--- src/verilog/ssl_pkg.sv ---
// Shared constants for the sequencing slot, tracker and log setup block.
package ssl_pkg;
   localparam logic [7:0]  CMD_SLOT       = 8'hD3;
   localparam logic [7:0]  CMD_VPEAK      = 8'hD4;
   localparam logic [7:0]  CMD_TPEAK      = 8'hD6;
   localparam logic [7:0]  CMD_VMIN       = 8'hD7;
   localparam logic [7:0]  CMD_LOGSET     = 8'hD8;
   localparam logic [7:0]  CMD_TMEAN      = 8'hE3;
   localparam int          SLOT_W         = 4;
   localparam int          DATA_W         = 16;
   localparam int          NUM_CHAN       = 16;
   localparam int          BIT_FORCE      = 15;
   localparam int          BIT_ERASE      = 14;
   localparam int          BIT_FRESH      = 10;
   localparam int          BIT_WRAP       = 9;
   localparam int          BIT_DEPTH_LO   = 7;
   localparam int          BIT_ALARM      = 6;
   localparam logic [15:0] LOGSET_MASK    = 16'hC7C0;
   localparam logic [15:0] LOGSET_RESET   = 16'h0000;
   localparam logic [15:0] VPEAK_RESET    = 16'h0000;
   localparam logic [15:0] TPEAK_RESET    = 16'h8000;
   localparam logic [15:0] VMIN_RESET     = 16'h7FFF;
   localparam logic [15:0] TMEAN_RESET    = 16'h0000;
   localparam logic [3:0]  SLOT_RESET     = 4'h0;
   localparam int          MEAN_SHIFT     = 3;
   localparam int          CLK_MHZ        = 100;
   localparam int          MS_CYCLES      = CLK_MHZ * 1000;
   localparam int          INTERVAL_MS0   = 5;
   localparam int          INTERVAL_MS1   = 20;
   localparam int          INTERVAL_MS2   = 80;
   localparam int          INTERVAL_MS3   = 160;
   localparam int          DEPTH_MS0      = 25;
   localparam int          DEPTH_MS1      = 100;
   localparam int          DEPTH_MS2      = 400;
   localparam int          DEPTH_MS3      = 800;
   localparam logic [7:0]  ERASE_FILL     = 8'hFF;
   localparam logic [1:0]  HA_ORDER       = 2'h0;
   localparam logic [1:0]  HA_WDATA       = 2'h1;
   localparam logic [1:0]  HA_STATUS      = 2'h2;
   localparam logic [1:0]  HA_RDATA       = 2'h3;
   localparam int          ORD_WRITE_BIT  = 12;
   typedef enum logic [1:0] {
      LG_IDLE  = 2'b00,
      LG_FRESH = 2'b01,
      LG_WRITE = 2'b10,
      LG_ERASE = 2'b11
   } ssl_log_e;
endpackage : ssl_pkg

--- src/verilog/ssl_cmd_if.sv ---
// Command link between the host controller and the monitor's registers.
`timescale 1ns/1ps
`default_nettype none
interface ssl_cmd_if;
   logic        cmdValid;
   logic        cmdWrite;
   logic [7:0]  cmdCode;
   logic [3:0]  cmdPage;
   logic [15:0] cmdData;
   logic        rspValid;
   logic [15:0] rspData;
   logic        devBusy;
   modport dev  (input cmdValid, cmdWrite, cmdCode, cmdPage, cmdData,
                 output rspValid, rspData, devBusy);
   modport host (output cmdValid, cmdWrite, cmdCode, cmdPage, cmdData,
                 input rspValid, rspData, devBusy);
endinterface : ssl_cmd_if
`default_nettype wire

--- src/verilog/ssl_device.sv ---
// Monitor end: slot table, trackers and nonvolatile log setup.
//
// Chosen here: the strobed register port.
`timescale 1ns/1ps
`default_nettype none
module ssl_device
#(
   parameter int NCH       = 16,
   parameter int MS_CYC    = 100000
)
(
   input  wire logic                  sys_clk,
   input  wire logic                  rstn,
   ssl_cmd_if.dev                     bus,
   input  wire logic                  slotSequencingSelect,
   input  wire logic                  sequenceRun,
   input  wire logic [3:0]            activeSlot,
   input  wire logic [NCH-1:0]        pmbusEnable,
   output logic      [NCH-1:0]        supplyEnableOutput,
   input  wire logic                  voltValid,
   input  wire logic [3:0]            voltChan,
   input  wire logic [15:0]           voltSample,
   input  wire logic                  tempValid,
   input  wire logic [15:0]           tempSample,
   input  wire logic                  faultLineLow,
   input  wire logic                  faultIgnore,
   output logic                       globalShutdown,
   input  wire logic                  clearCml,
   output logic                       commMemoryLogicFlag,
   output logic                       collectTick,
   output logic                       freshSampleReq,
   output logic                       logWriteReq,
   output logic                       logEraseReq,
   output logic                       logEraseTwo,
   output logic      [1:0]            logDepthSelect,
   input  wire logic                  logFull,
   input  wire logic                  nvDone,
   input  wire logic                  nvFail,
   output logic                       monitorHalt
);
   import ssl_pkg::*;

   logic [3:0]  slot [NCH];
   logic [15:0] logSet;
   logic [15:0] tMean;
   logic        meanRestart;
   logic        alarmPend;
   logic        faultPrev;
   logic [31:0] msCnt;
   logic [7:0]  ivCnt;
   ssl_log_e    logState;
   ssl_log_e    next_logState;
   logic [15:0] vPeak [NCH];
   logic [15:0] vMin  [NCH];
   logic [15:0] tPeak;

   wire        wr       = bus.cmdValid && bus.cmdWrite && !monitorHalt;
   wire        rd       = bus.cmdValid && !bus.cmdWrite;
   wire        wrSlot   = wr && (bus.cmdCode == CMD_SLOT);
   wire        wrVPeak  = wr && (bus.cmdCode == CMD_VPEAK);
   wire        wrTPeak  = wr && (bus.cmdCode == CMD_TPEAK);
   wire        wrVMin   = wr && (bus.cmdCode == CMD_VMIN);
   wire        wrLogSet = wr && (bus.cmdCode == CMD_LOGSET);
   wire        wrMean   = wr && (bus.cmdCode == CMD_TMEAN);
   wire        vTake    = voltValid && !monitorHalt;
   wire        tTake    = tempValid && !monitorHalt;
   wire        alarmHit = faultLineLow && !faultIgnore;
   wire        wrapOn   = logSet[BIT_WRAP];
   wire        logBlock = logFull && !wrapOn;
   wire [1:0]  depthSel = logSet[BIT_DEPTH_LO +: 2];
   wire        msTick   = (msCnt == 32'(MS_CYC - 1)) && !monitorHalt;
   wire [7:0]  ivLast;
   wire [15:0] readValue;
   wire [16:0] tSampleX = {tempSample[15], tempSample};
   wire [16:0] tMeanX   = {tMean[15], tMean};
   wire signed [16:0] meanDiff = 17'($signed(tSampleX))
                                 - 17'($signed(tMeanX));
   wire [16:0] meanStep = 17'(meanDiff >>> MEAN_SHIFT);
   wire [15:0] meanNext = 16'(tMeanX + meanStep);

   // Interval per depth code; the log then spans five intervals.
   assign ivLast = (depthSel == 2'b00) ? 8'(INTERVAL_MS0 - 1) :
                   (depthSel == 2'b01) ? 8'(INTERVAL_MS1 - 1) :
                   (depthSel == 2'b10) ? 8'(INTERVAL_MS2 - 1) :
                                         8'(INTERVAL_MS3 - 1);
   assign logDepthSelect   = depthSel;
   assign logEraseTwo      = wrapOn;
   assign globalShutdown   = alarmHit;
   assign monitorHalt      = (logState == LG_ERASE);
   assign bus.devBusy      = monitorHalt;

   // Slot ordering and the shared group starting at slot 0 are kept by
   // the host; this compare only needs each slot's own number.
   genvar gi;
   generate
      for (gi = 0; gi < NCH; gi++)
      begin : g_chan
         wire slotDue = sequenceRun && (slot[gi] <= activeSlot);
         assign supplyEnableOutput[gi] = slotSequencingSelect ? slotDue
                                         : pmbusEnable[gi];

         always_ff @(posedge sys_clk or negedge rstn)
         begin
            if (!rstn)
               slot[gi] <= SLOT_RESET;
            else if (wrSlot && bus.cmdPage == 4'(gi))
               slot[gi] <= bus.cmdData[3:0];
         end

         ssl_tracker #(.W(16), .TRACK_MAX(1'b1), .RESET_VAL(VPEAK_RESET))
         u_vpeak
         (
            .sys_clk     (sys_clk),
            .rstn        (rstn),
            .load        (wrVPeak && bus.cmdPage == 4'(gi)),
            .loadValue   (bus.cmdData),
            .sampleValid (vTake && voltChan == 4'(gi)),
            .sample      (voltSample),
            .value       (vPeak[gi])
         );

         ssl_tracker #(.W(16), .TRACK_MAX(1'b0), .RESET_VAL(VMIN_RESET))
         u_vmin
         (
            .sys_clk     (sys_clk),
            .rstn        (rstn),
            .load        (wrVMin && bus.cmdPage == 4'(gi)),
            .loadValue   (bus.cmdData),
            .sampleValid (vTake && voltChan == 4'(gi)),
            .sample      (voltSample),
            .value       (vMin[gi])
         );
      end
   endgenerate

   ssl_tracker #(.W(16), .TRACK_MAX(1'b1), .RESET_VAL(TPEAK_RESET)) u_tpeak
   (
      .sys_clk     (sys_clk),
      .rstn        (rstn),
      .load        (wrTPeak),
      .loadValue   (bus.cmdData),
      .sampleValid (tTake),
      .sample      (tempSample),
      .value       (tPeak)
   );

   // Unknown commands read back as zero.
   assign readValue =
      (bus.cmdCode == CMD_SLOT)   ? {12'h000, slot[bus.cmdPage]} :
      (bus.cmdCode == CMD_VPEAK)  ? vPeak[bus.cmdPage] :
      (bus.cmdCode == CMD_TPEAK)  ? tPeak :
      (bus.cmdCode == CMD_VMIN)   ? vMin[bus.cmdPage] :
      (bus.cmdCode == CMD_LOGSET) ? (logSet & LOGSET_MASK) :
      (bus.cmdCode == CMD_TMEAN)  ? tMean : 16'h0000;

   always_ff @(posedge sys_clk or negedge rstn)
   begin
      if (!rstn)
      begin
         bus.rspValid <= 1'b0;
         bus.rspData  <= 16'h0000;
      end
      else
      begin
         bus.rspValid <= rd;
         bus.rspData  <= rd ? readValue : 16'h0000;
      end
   end

   // A restart makes the next sample the new mean.
   always_ff @(posedge sys_clk or negedge rstn)
   begin
      if (!rstn)
      begin
         tMean       <= TMEAN_RESET;
         meanRestart <= 1'b1;
      end
      else if (wrMean)
      begin
         if (bus.cmdData == 16'h0000)
            meanRestart <= 1'b1;
      end
      else if (tTake)
      begin
         tMean       <= meanRestart ? tempSample : meanNext;
         meanRestart <= 1'b0;
      end
   end

   always_ff @(posedge sys_clk or negedge rstn)
   begin
      if (!rstn)
      begin
         msCnt       <= 32'h0000_0000;
         ivCnt       <= 8'h00;
         collectTick <= 1'b0;
      end
      else
      begin
         collectTick <= 1'b0;
         if (!monitorHalt)
            msCnt <= msTick ? 32'h0000_0000 : msCnt + 32'h0000_0001;
         if (msTick)
         begin
            collectTick <= (ivCnt >= ivLast);
            ivCnt       <= (ivCnt >= ivLast) ? 8'h00 : ivCnt + 8'h01;
         end
      end
   end

   always_comb
   begin
      next_logState = logState;
      case (logState)
         LG_IDLE:
            if (logSet[BIT_ERASE])
               next_logState = LG_ERASE;
            else if ((logSet[BIT_FORCE] || alarmPend) && !logBlock)
               next_logState = logSet[BIT_FRESH] ? LG_FRESH
                                                 : LG_WRITE;
         LG_FRESH:
            if (voltValid)
               next_logState = LG_WRITE;
         LG_WRITE, LG_ERASE:
            if (nvDone || nvFail)
               next_logState = LG_IDLE;
         default:
            next_logState = LG_IDLE;
      endcase
   end

   assign freshSampleReq = (logState == LG_FRESH);
   assign logWriteReq    = (logState == LG_WRITE);
   assign logEraseReq    = (logState == LG_ERASE);

   wire actEnd  = (logWriteReq || logEraseReq) && (nvDone || nvFail);
   wire dropped = (logState == LG_IDLE) && logBlock && !logSet[BIT_ERASE];

   always_ff @(posedge sys_clk or negedge rstn)
   begin
      if (!rstn)
      begin
         logState  <= LG_IDLE;
         logSet    <= LOGSET_RESET;
         alarmPend <= 1'b0;
         faultPrev <= 1'b0;
         commMemoryLogicFlag <= 1'b0;
      end
      else
      begin
         logState  <= next_logState;
         faultPrev <= faultLineLow;
         if (wrLogSet)
            logSet <= bus.cmdData & LOGSET_MASK;
         else if (actEnd && logEraseReq)
            logSet[BIT_ERASE] <= 1'b0;
         else if ((actEnd && logWriteReq) || dropped)
            logSet[BIT_FORCE] <= 1'b0;
         if (faultLineLow && !faultPrev && logSet[BIT_ALARM] && !faultIgnore)
            alarmPend <= 1'b1;
         else if (logWriteReq || dropped)
            alarmPend <= 1'b0;
         if (actEnd && nvFail)
            commMemoryLogicFlag <= 1'b1;
         else if (clearCml)
            commMemoryLogicFlag <= 1'b0;
      end
   end
endmodule : ssl_device
`default_nettype wire

--- src/verilog/ssl_tracker.sv ---
// Peak or minimum tracker with a host-loadable reference value.
`timescale 1ns/1ps
`default_nettype none
module ssl_tracker
#(
   parameter int          W         = 16,
   parameter bit          TRACK_MAX = 1'b1,
   parameter logic [15:0] RESET_VAL = 16'h0000
)
(
   input  wire logic         sys_clk,
   input  wire logic         rstn,
   input  wire logic         load,
   input  wire logic [W-1:0] loadValue,
   input  wire logic         sampleValid,
   input  wire logic [W-1:0] sample,
   output logic      [W-1:0] value
);
   wire beyond;

   // Values are two's complement, so 8000h is the lowest and 7FFFh the top.
   assign beyond = TRACK_MAX ? ($signed(sample) > $signed(value))
                             : ($signed(sample) < $signed(value));

   always_ff @(posedge sys_clk or negedge rstn)
   begin
      if (!rstn)
         value <= RESET_VAL[W-1:0];
      else if (load)
         value <= loadValue;
      else if (sampleValid && beyond)
         value <= sample;
   end
endmodule : ssl_tracker
`default_nettype wire
--- src/flat_wrapper.sv ---
// flat-port wrapper written by rule: the top's interface ports become plain ports
module ssl_device_flat import ssl_pkg::*;
#(
   parameter int NCH       = 16,
   parameter int MS_CYC    = 100000
)
  (sys_clk, rstn, slotSequencingSelect, sequenceRun, activeSlot, pmbusEnable, supplyEnableOutput, voltValid, voltChan, voltSample, tempValid, tempSample, faultLineLow, faultIgnore, globalShutdown, clearCml, commMemoryLogicFlag, collectTick, freshSampleReq, logWriteReq, logEraseReq, logEraseTwo, logDepthSelect, logFull, nvDone, nvFail, monitorHalt, bus_cmdValid, bus_cmdWrite, bus_cmdCode, bus_cmdPage, bus_cmdData, bus_rspValid, bus_rspData, bus_devBusy);
  ssl_cmd_if bus_i ();
  input  wire logic sys_clk;
  input  wire logic rstn;
  input  wire logic slotSequencingSelect;
  input  wire logic sequenceRun;
  input  wire logic [3:0] activeSlot;
  input  wire logic [NCH-1:0] pmbusEnable;
  output logic      [NCH-1:0] supplyEnableOutput;
  input  wire logic voltValid;
  input  wire logic [3:0] voltChan;
  input  wire logic [15:0] voltSample;
  input  wire logic tempValid;
  input  wire logic [15:0] tempSample;
  input  wire logic faultLineLow;
  input  wire logic faultIgnore;
  output logic globalShutdown;
  input  wire logic clearCml;
  output logic commMemoryLogicFlag;
  output logic collectTick;
  output logic freshSampleReq;
  output logic logWriteReq;
  output logic logEraseReq;
  output logic logEraseTwo;
  output logic      [1:0] logDepthSelect;
  input  wire logic logFull;
  input  wire logic nvDone;
  input  wire logic nvFail;
  output logic monitorHalt;
  input wire logic [$bits(bus_i.cmdValid)-1:0] bus_cmdValid;
  input wire logic [$bits(bus_i.cmdWrite)-1:0] bus_cmdWrite;
  input wire logic [$bits(bus_i.cmdCode)-1:0] bus_cmdCode;
  input wire logic [$bits(bus_i.cmdPage)-1:0] bus_cmdPage;
  input wire logic [$bits(bus_i.cmdData)-1:0] bus_cmdData;
  output wire logic [$bits(bus_i.rspValid)-1:0] bus_rspValid;
  output wire logic [$bits(bus_i.rspData)-1:0] bus_rspData;
  output wire logic [$bits(bus_i.devBusy)-1:0] bus_devBusy;
  assign bus_i.cmdValid = bus_cmdValid;
  assign bus_i.cmdWrite = bus_cmdWrite;
  assign bus_i.cmdCode = bus_cmdCode;
  assign bus_i.cmdPage = bus_cmdPage;
  assign bus_i.cmdData = bus_cmdData;
  assign bus_rspValid = bus_i.rspValid;
  assign bus_rspData = bus_i.rspData;
  assign bus_devBusy = bus_i.devBusy;
  ssl_device #(.NCH(NCH), .MS_CYC(MS_CYC)) u_core (.sys_clk(sys_clk), .rstn(rstn), .bus(bus_i), .slotSequencingSelect(slotSequencingSelect), .sequenceRun(sequenceRun), .activeSlot(activeSlot), .pmbusEnable(pmbusEnable), .supplyEnableOutput(supplyEnableOutput), .voltValid(voltValid), .voltChan(voltChan), .voltSample(voltSample), .tempValid(tempValid), .tempSample(tempSample), .faultLineLow(faultLineLow), .faultIgnore(faultIgnore), .globalShutdown(globalShutdown), .clearCml(clearCml), .commMemoryLogicFlag(commMemoryLogicFlag), .collectTick(collectTick), .freshSampleReq(freshSampleReq), .logWriteReq(logWriteReq), .logEraseReq(logEraseReq), .logEraseTwo(logEraseTwo), .logDepthSelect(logDepthSelect), .logFull(logFull), .nvDone(nvDone), .nvFail(nvFail), .monitorHalt(monitorHalt));
endmodule
--- config.mk ---
export PLATFORM = sky130hd
export DESIGN_NAME = ssl_device_flat
export DESIGN_NICKNAME = d
export VERILOG_FILES = /design/src/verilog/ssl_pkg.sv /design/src/verilog/ssl_cmd_if.sv /design/src/verilog/ssl_device.sv /design/src/verilog/ssl_tracker.sv /design/src/flat_wrapper.sv
export SDC_FILE = /design/constraint.sdc
export NUM_CORES = 2
export LEC_CHECK = 0
export BUFFER_PORTS_ARGS = -buffer_cell sky130_fd_sc_hd__buf_4
export CAP_MARGIN = 20
export CORE_MARGIN = 2
export CORE_UTILIZATION = 60
export CTS_CLUSTER_SIZE = 30
export DETAILED_ROUTE_END_ITERATION = 7
export PLACE_DENSITY = 0.88
export SLEW_MARGIN = 20
export SYNTH_ARGS = -nofsm -noshare
export SYNTH_HDL_FRONTEND = slang
export SYNTH_SLANG_ARGS = --single-unit
--- constraint.sdc ---
create_clock -name sys_clk -period 8 [get_ports sys_clk]
set_clock_uncertainty 0.05 [all_clocks]
set_input_delay 1.2 -clock sys_clk [delete_from_list [all_inputs] [get_ports sys_clk]]
set_output_delay 1.2 -clock sys_clk [all_outputs]
set_load 0.01 [all_outputs]
* After elaboration in Yosys (flattened, before gate mapping) *
Cells that the tools add are included.

word-level totals
  register bits after elaboration = 679
  bits in latches = 0
  memory bits (writable) = 0
  bits in read-only memories = 0
  bits of input ports = 98
  memories = 0

operators by class
  $add $sub $neg = 4
  $mul = 0
  div/mod/pow operators = 0
  magnitude comparators = 51
  eq/ne operators = 47
  shifts and indexed selects = 0
  muxes and demuxes = 122
  bitwise logic cells = 2
  reduce and logical (&&, ||, !) cells = 197

operators by type and width
  cell                                                   number
  2-to-1 mux 16 bit                                      78
  > comparator 16 bit                                    17
  less-than comparator 16 bit                            16
  logical AND 1 bit                                      137
  binary-select mux 16 bit (select 4 bit)                2
  nonzero test 2 bit                                     38
  equality test 4 bit, second input constant             16
  less-or-equal comparator 4 bit                         16
  equality test 8 bit, second input constant             6
  adder 32 x 1 -> 32 bit, second input constant          1
  equality test 32 x 17 -> 1 bit, second input constant  1
  equality test 4 x 3 -> 1 bit, second input constant    8
  2-to-1 mux 32 bit                                      1
  2-to-1 mux 8 bit                                       4
  2-to-1 mux 1 bit                                       27
  subtractor 16 x 16 -> 17 bit                           1
  adder 16 x 14 -> 16 bit                                1
  binary-select mux 4 bit (select 4 bit)                 1
  equality test 4 x 2 -> 1 bit, second input constant    4
  logical NOT 16 bit                                     1
  2-to-1 mux 2 bit                                       6
  adder 8 x 1 -> 8 bit, second input constant            1
  equality test 4 x 1 -> 1 bit, second input constant    2
  greater-or-equal comparator 8 bit                      1
  other kinds (17)                                       37

* Logic depth before layout (Yosys ltp) *
  depth after elaboration = 9
  mapped depth = 19

* Cells and area by module *
Synthesis repeated with hierarchy kept, for this count alone.

unflattened totals
  cells, all modules = 5764
  area, all modules = 57855.5 um^2

by module, submodules not included
  module                                        instances  cells an instance  area each (um^2)  seq. area each (um^2)
  ssl_device                                    1          1339               14560.2           3779.9
  ssl_tracker at u_core.g_chan[15].u_vpeak ...  10         150                1435.1            400.4
  ssl_tracker at u_core.g_chan[1].u_vmin ...    9          118                1234.9            419.2
  ssl_tracker at u_core.g_chan[0].u_vmin ...    7          117                1228.7            419.2
  ssl_tracker at u_core.g_chan[0].u_vpeak ...   6          149                1298.7            400.4
  ssl_tracker at u_core.u_tpeak                 1          150                1436.4            401.6

* Worst setup path before layout *
OpenSTA, ideal clock, no wires.

  kind = in2reg
  start point = in tempSample[6]
  end point = reg u_core.tMean[15]
  arrival time = 4.434 ns
  path slack = 3.378 ns
  stages on the path = 18
  cells stage by stage = ha_1 -> a21o_1 -> a221o_1 -> a41oi_1 -> o21ai_0 -> nor2_1 -> nor2b_1 -> o31ai_1 -> xnor2_1 -> ha_1 -> a21oi_1 -> nand2_1 -> o2bb2ai_1 -> a41oi_1 -> a31oi_1 -> xnor2_1 -> mux2i_1 -> o211ai_1

between the ends
  cells in the longest elaborated chain, start to end = 3

RTL lines
  item                          line                text
  from (decl)                   flat_wrapper.sv:20  input wire logic [15:0] tempSample;
  subtractor 16 x 16 -> 17 bit  ssl_device.sv:77    - 17'($signed(tMeanX));
  adder 16 x 14 -> 16 bit       ssl_device.sv:79    wire [15:0] meanNext = 16'(tMeanX + meanStep);
  2-to-1 mux 16 bit             ssl_device.sv:185   tMean <= meanRestart ? tempSample : meanNext;
  to (signal assigned)          ssl_device.sv:185
  to (decl)                     ssl_device.sv:45    logic [15:0] tMean;

No other way between the ends.
A chain may end at the register's enable or synchronous reset.

* Worst setup path in the final report *
Ends and elaborated chain as after synthesis.

==> results.md <==
- Placement Cell Area: 54100 sq um
- Slew margin rel.: 20.4%
- Wire length per cell: 26.2 um
- Largest cells by area after synthesis: dfrtp_1 21%, ha_1 15%, dfstp_2 12%
- NetSw: 6.37 mW
- Buffers on Ports: ~140
- CTS resizes: 0
- Final period utilization: 60.6%
- PwrDens: 289 nW/um^2
- Synthesis-to-layout area growth: 8.47%
- Antenna Nets Post-Route: 0
- Top cell type's share of synthesized area: 20.8%
- Commonest non-fill, non-tap cell in the layout: ha_1
- Hold path startpoint: u_core.msCnt[23]$_DFFE_PN0N_
- Via count: 46.0k
- Worst skew pair latency: 0.65 ns
- Nets: 6138
- Reg power frac: 34.8%
- RD Place Congestion: 0.995
- Total die area: 89900 sq um
- Tightest Hold Check Type: reg2reg
- Root buf cell: clkbuf_16
- IR drop worst, VDD: 0.207 mV
- Pins Over Slew Limit: 0
- Mean post-synth cell area: 9.58 sq um
- Most frequent cells in the layout: 619 x ha_1, 590 x inv_1, 555 x mux2i_1, 519 x a21oi_1, 485 x nor2_1
- Core ar.: 86800 sq um
- Max Cap Viol: 0
- CP endpoint kind: flip-flop
- Clk network pwr share: 23.8%
- R2R cell count: 17
- Register area share after synthesis: 32.9%
- First drt pass iteration count: 6
- Final wirelength: 174 mm
- Cell area after synthesis: 52500 sq um
- Crit path kind: in2reg
- Vias in the first global route: 46.4k
- Initial Util: 60.6%
- Ys flop type: dfrtp_1
- FF+latch count, synth: 679
- Total CTS buffers: just under 80
- # hold bufs at CTS: 0
- Yosys Warn Count: 0
- Tmin final: about 4.9 ns
- Slew at the pin with the worst max-slew slack: ~1.2 ns
- Setup Buffers After CTS: 0
- Initial DRC Count: 5907
- Asr flop ratio synth: 100%
- DP Wirelength: 116 mm
- First-pass GRT wire length: around 270 mm
- CP arrival: 5.31 ns
- Hold Path Depth: 1
- P_int: 10.1 mW
- Startpoint types: input port
- H-tree Lvls: 3
- Synth area leader: dfrtp_1
- PnR worst setup slack: between 3 and 4 ns
- Initial antenna violation count: 27
- CTS tree: built
- Clock buffer depth: 3
- Vias/cell: 6.91
- Die Y: 300 um
- Hold Slack: roughly 0.44 ns
- Pleak: 27.5 nW
- Hold Path End: u_core.msCnt[23]$_DFFE_PN0N_
- RR Endpoint: u_core.tMean[15]$_DFFE_PN0P_
- Post-Route Utilization: between 60% and 70%
- Critical R2R Launch: u_core.tMean[6]$_DFFE_PN0P_
- Dpl cells: 6494
- Clock transition at path regs: 0.06 ns
- # IOs: 142
- Number of synthesized flops with an enable pin: 0
- Post-route DRC: 0
- Run status: finished clean
- CP Data Required Time: 8.46 ns
- Pin count of the biggest net entering global routing: 170
- Flop2flop setup slack: 3.28 ns
- GRT Total Usage: 38.4%
- Die X: around 300 um
- TritonCTS Sinks: between 600 and 700
- Syn Nets: approximately 6.2k
- Setup violators final: 0
- Grt total ovfl: 0
- CP Max Fanout: 4
- Overall Power: between 15 and 20 mW
- Comb pwr share: between 40% and 50%
- Switching Fraction: between 30% and 40%
- Fin cells: 6650
- Yosys cell types: 91
- FP Rows: 108
- RSZ-0062 raised after global routing: false
- Layout cells sized above 1: 16.6%
- Final instance area: roughly 57000 sq um
- CP startpoint: tempSample[6]
- Final hold vios: 0
- Setup TNS: 0 ns
- Setup WS pre-CTS: 2.60 ns
- F_max: 206 MHz
- Cell count after synthesis: about 5.5k
## cell families (layout without fill, tap and decap cells)
group	count (synthesis)	in the layout	share of synthesized area, %
buffers and inverters	940	941	7.15
AND/OR/NAND/NOR	1199	1199	10.7
multiplexers	811	811	19.9
other	0	12	0
flip-flops	679	679	32.9
AO/OA/AOI/OAI	1181	1181	13.7
XOR/XNOR	52	52	0.867
adder cells (fa/ha/maj)	620	620	14.8
## worst max-delay path: stages
cell	delay [ns]
buf_4	0.13
ha_1	0.34
a21o_1	0.20
a221o_1	0.34
a41oi_1	0.36
nand2b_1	0.19
nor2b_1	0.21
xnor2_1	0.18
ha_1	0.31
a21oi_1	0.17
nand2_1	0.07
o21ai_0	0.60
a41oi_1	0.28
a31oi_1	0.28
xnor2_1	0.17
mux2i_1	0.20
o211ai_1	0.10
## cell type report
type | count | area, sq um
multi-input combinational | 3863 | 31600
timing repair buffer | 208 | 1640
sequential | 679 | 17300
tap | 1155 | 1450
antenna | 12 | 30.0
inverter | 590 | 2210
clock inverter | 35 | 475
clock buffer | 108 | 2270
fill | 6456 | 29800
## worst max path at each step
stage | to | depth (start not counted)
2_1_floorplan | u_core.tMean[15]$_DFFE_PN0P_ | 18
3_3_place_gp | u_core.tMean[15]$_DFFE_PN0P_ | 17
3_5_place_dp | u_core.tMean[15]$_DFFE_PN0P_ | 17
4_1_cts | u_core.tMean[15]$_DFFE_PN0P_ | 17
5_1_grt | u_core.tMean[15]$_DFFE_PN0P_ | 17
6_report | u_core.tMean[15]$_DFFE_PN0P_ | 17
## synth_stat cells (all sizes together) (33+ instances only)
master and instances:
a211oi 46, a21oi 524, xnor2 34, mux2i 559
o22ai 41, o21a 33, nor3 61, ha 619
nor2 490, inv 590, a31oi 33, clkbuf 223
mux2 72, nand2b 42, nor2b 60, buf 127
mux4 180, dfrtp 437, nand4 74, nand2 263
nand3 80, o21ai 237, dfstp 242, a21o 95
## sequential cells by signal, summed over array words and instances, names as in the netlist
register                     count
u_core.collectTick               1
u_core.logState                  2
u_core.u_tpeak.value            16
u_core.logSet                    7
u_core.meanRestart               1
u_core.g_chan.u_vmin.value     256
u_core.bus.rspValid              1
u_core.alarmPend                 1
u_core.commMemoryLogicFlag       1
u_core.bus.rspData              16
u_core.g_chan.u_vpeak.value    256
u_core.ivCnt                     8
u_core.msCnt                    32
u_core.faultPrev                 1
u_core.tMean                    16
u_core.slot                     64
## routing by layer
layer | GRT usage [%] | vias to the layer above | routed length, um
met5 | 0.0529 | - | 161
met4 | 28.4 | 26 | 14500
met3 | 12.4 | 1000 | 22400
met2 | 56.7 | 3245 | 75100
met1 | 47.3 | 22183 | 61900
li1 | - | 19502 | -
## power by group through the flow
stage	combinational, mW	sequential [mW]	clock [mW]
3_5_place_dp	6.51	5.69	0
3_3_place_gp	6.21	5.62	0
2_1_floorplan	4.80	5.28	0
6_report	6.82	5.72	3.91
5_1_grt	7.51	5.78	4.05
4_1_cts	6.61	5.64	3.91
No activity file was read; power rests on OpenSTA's default activity.
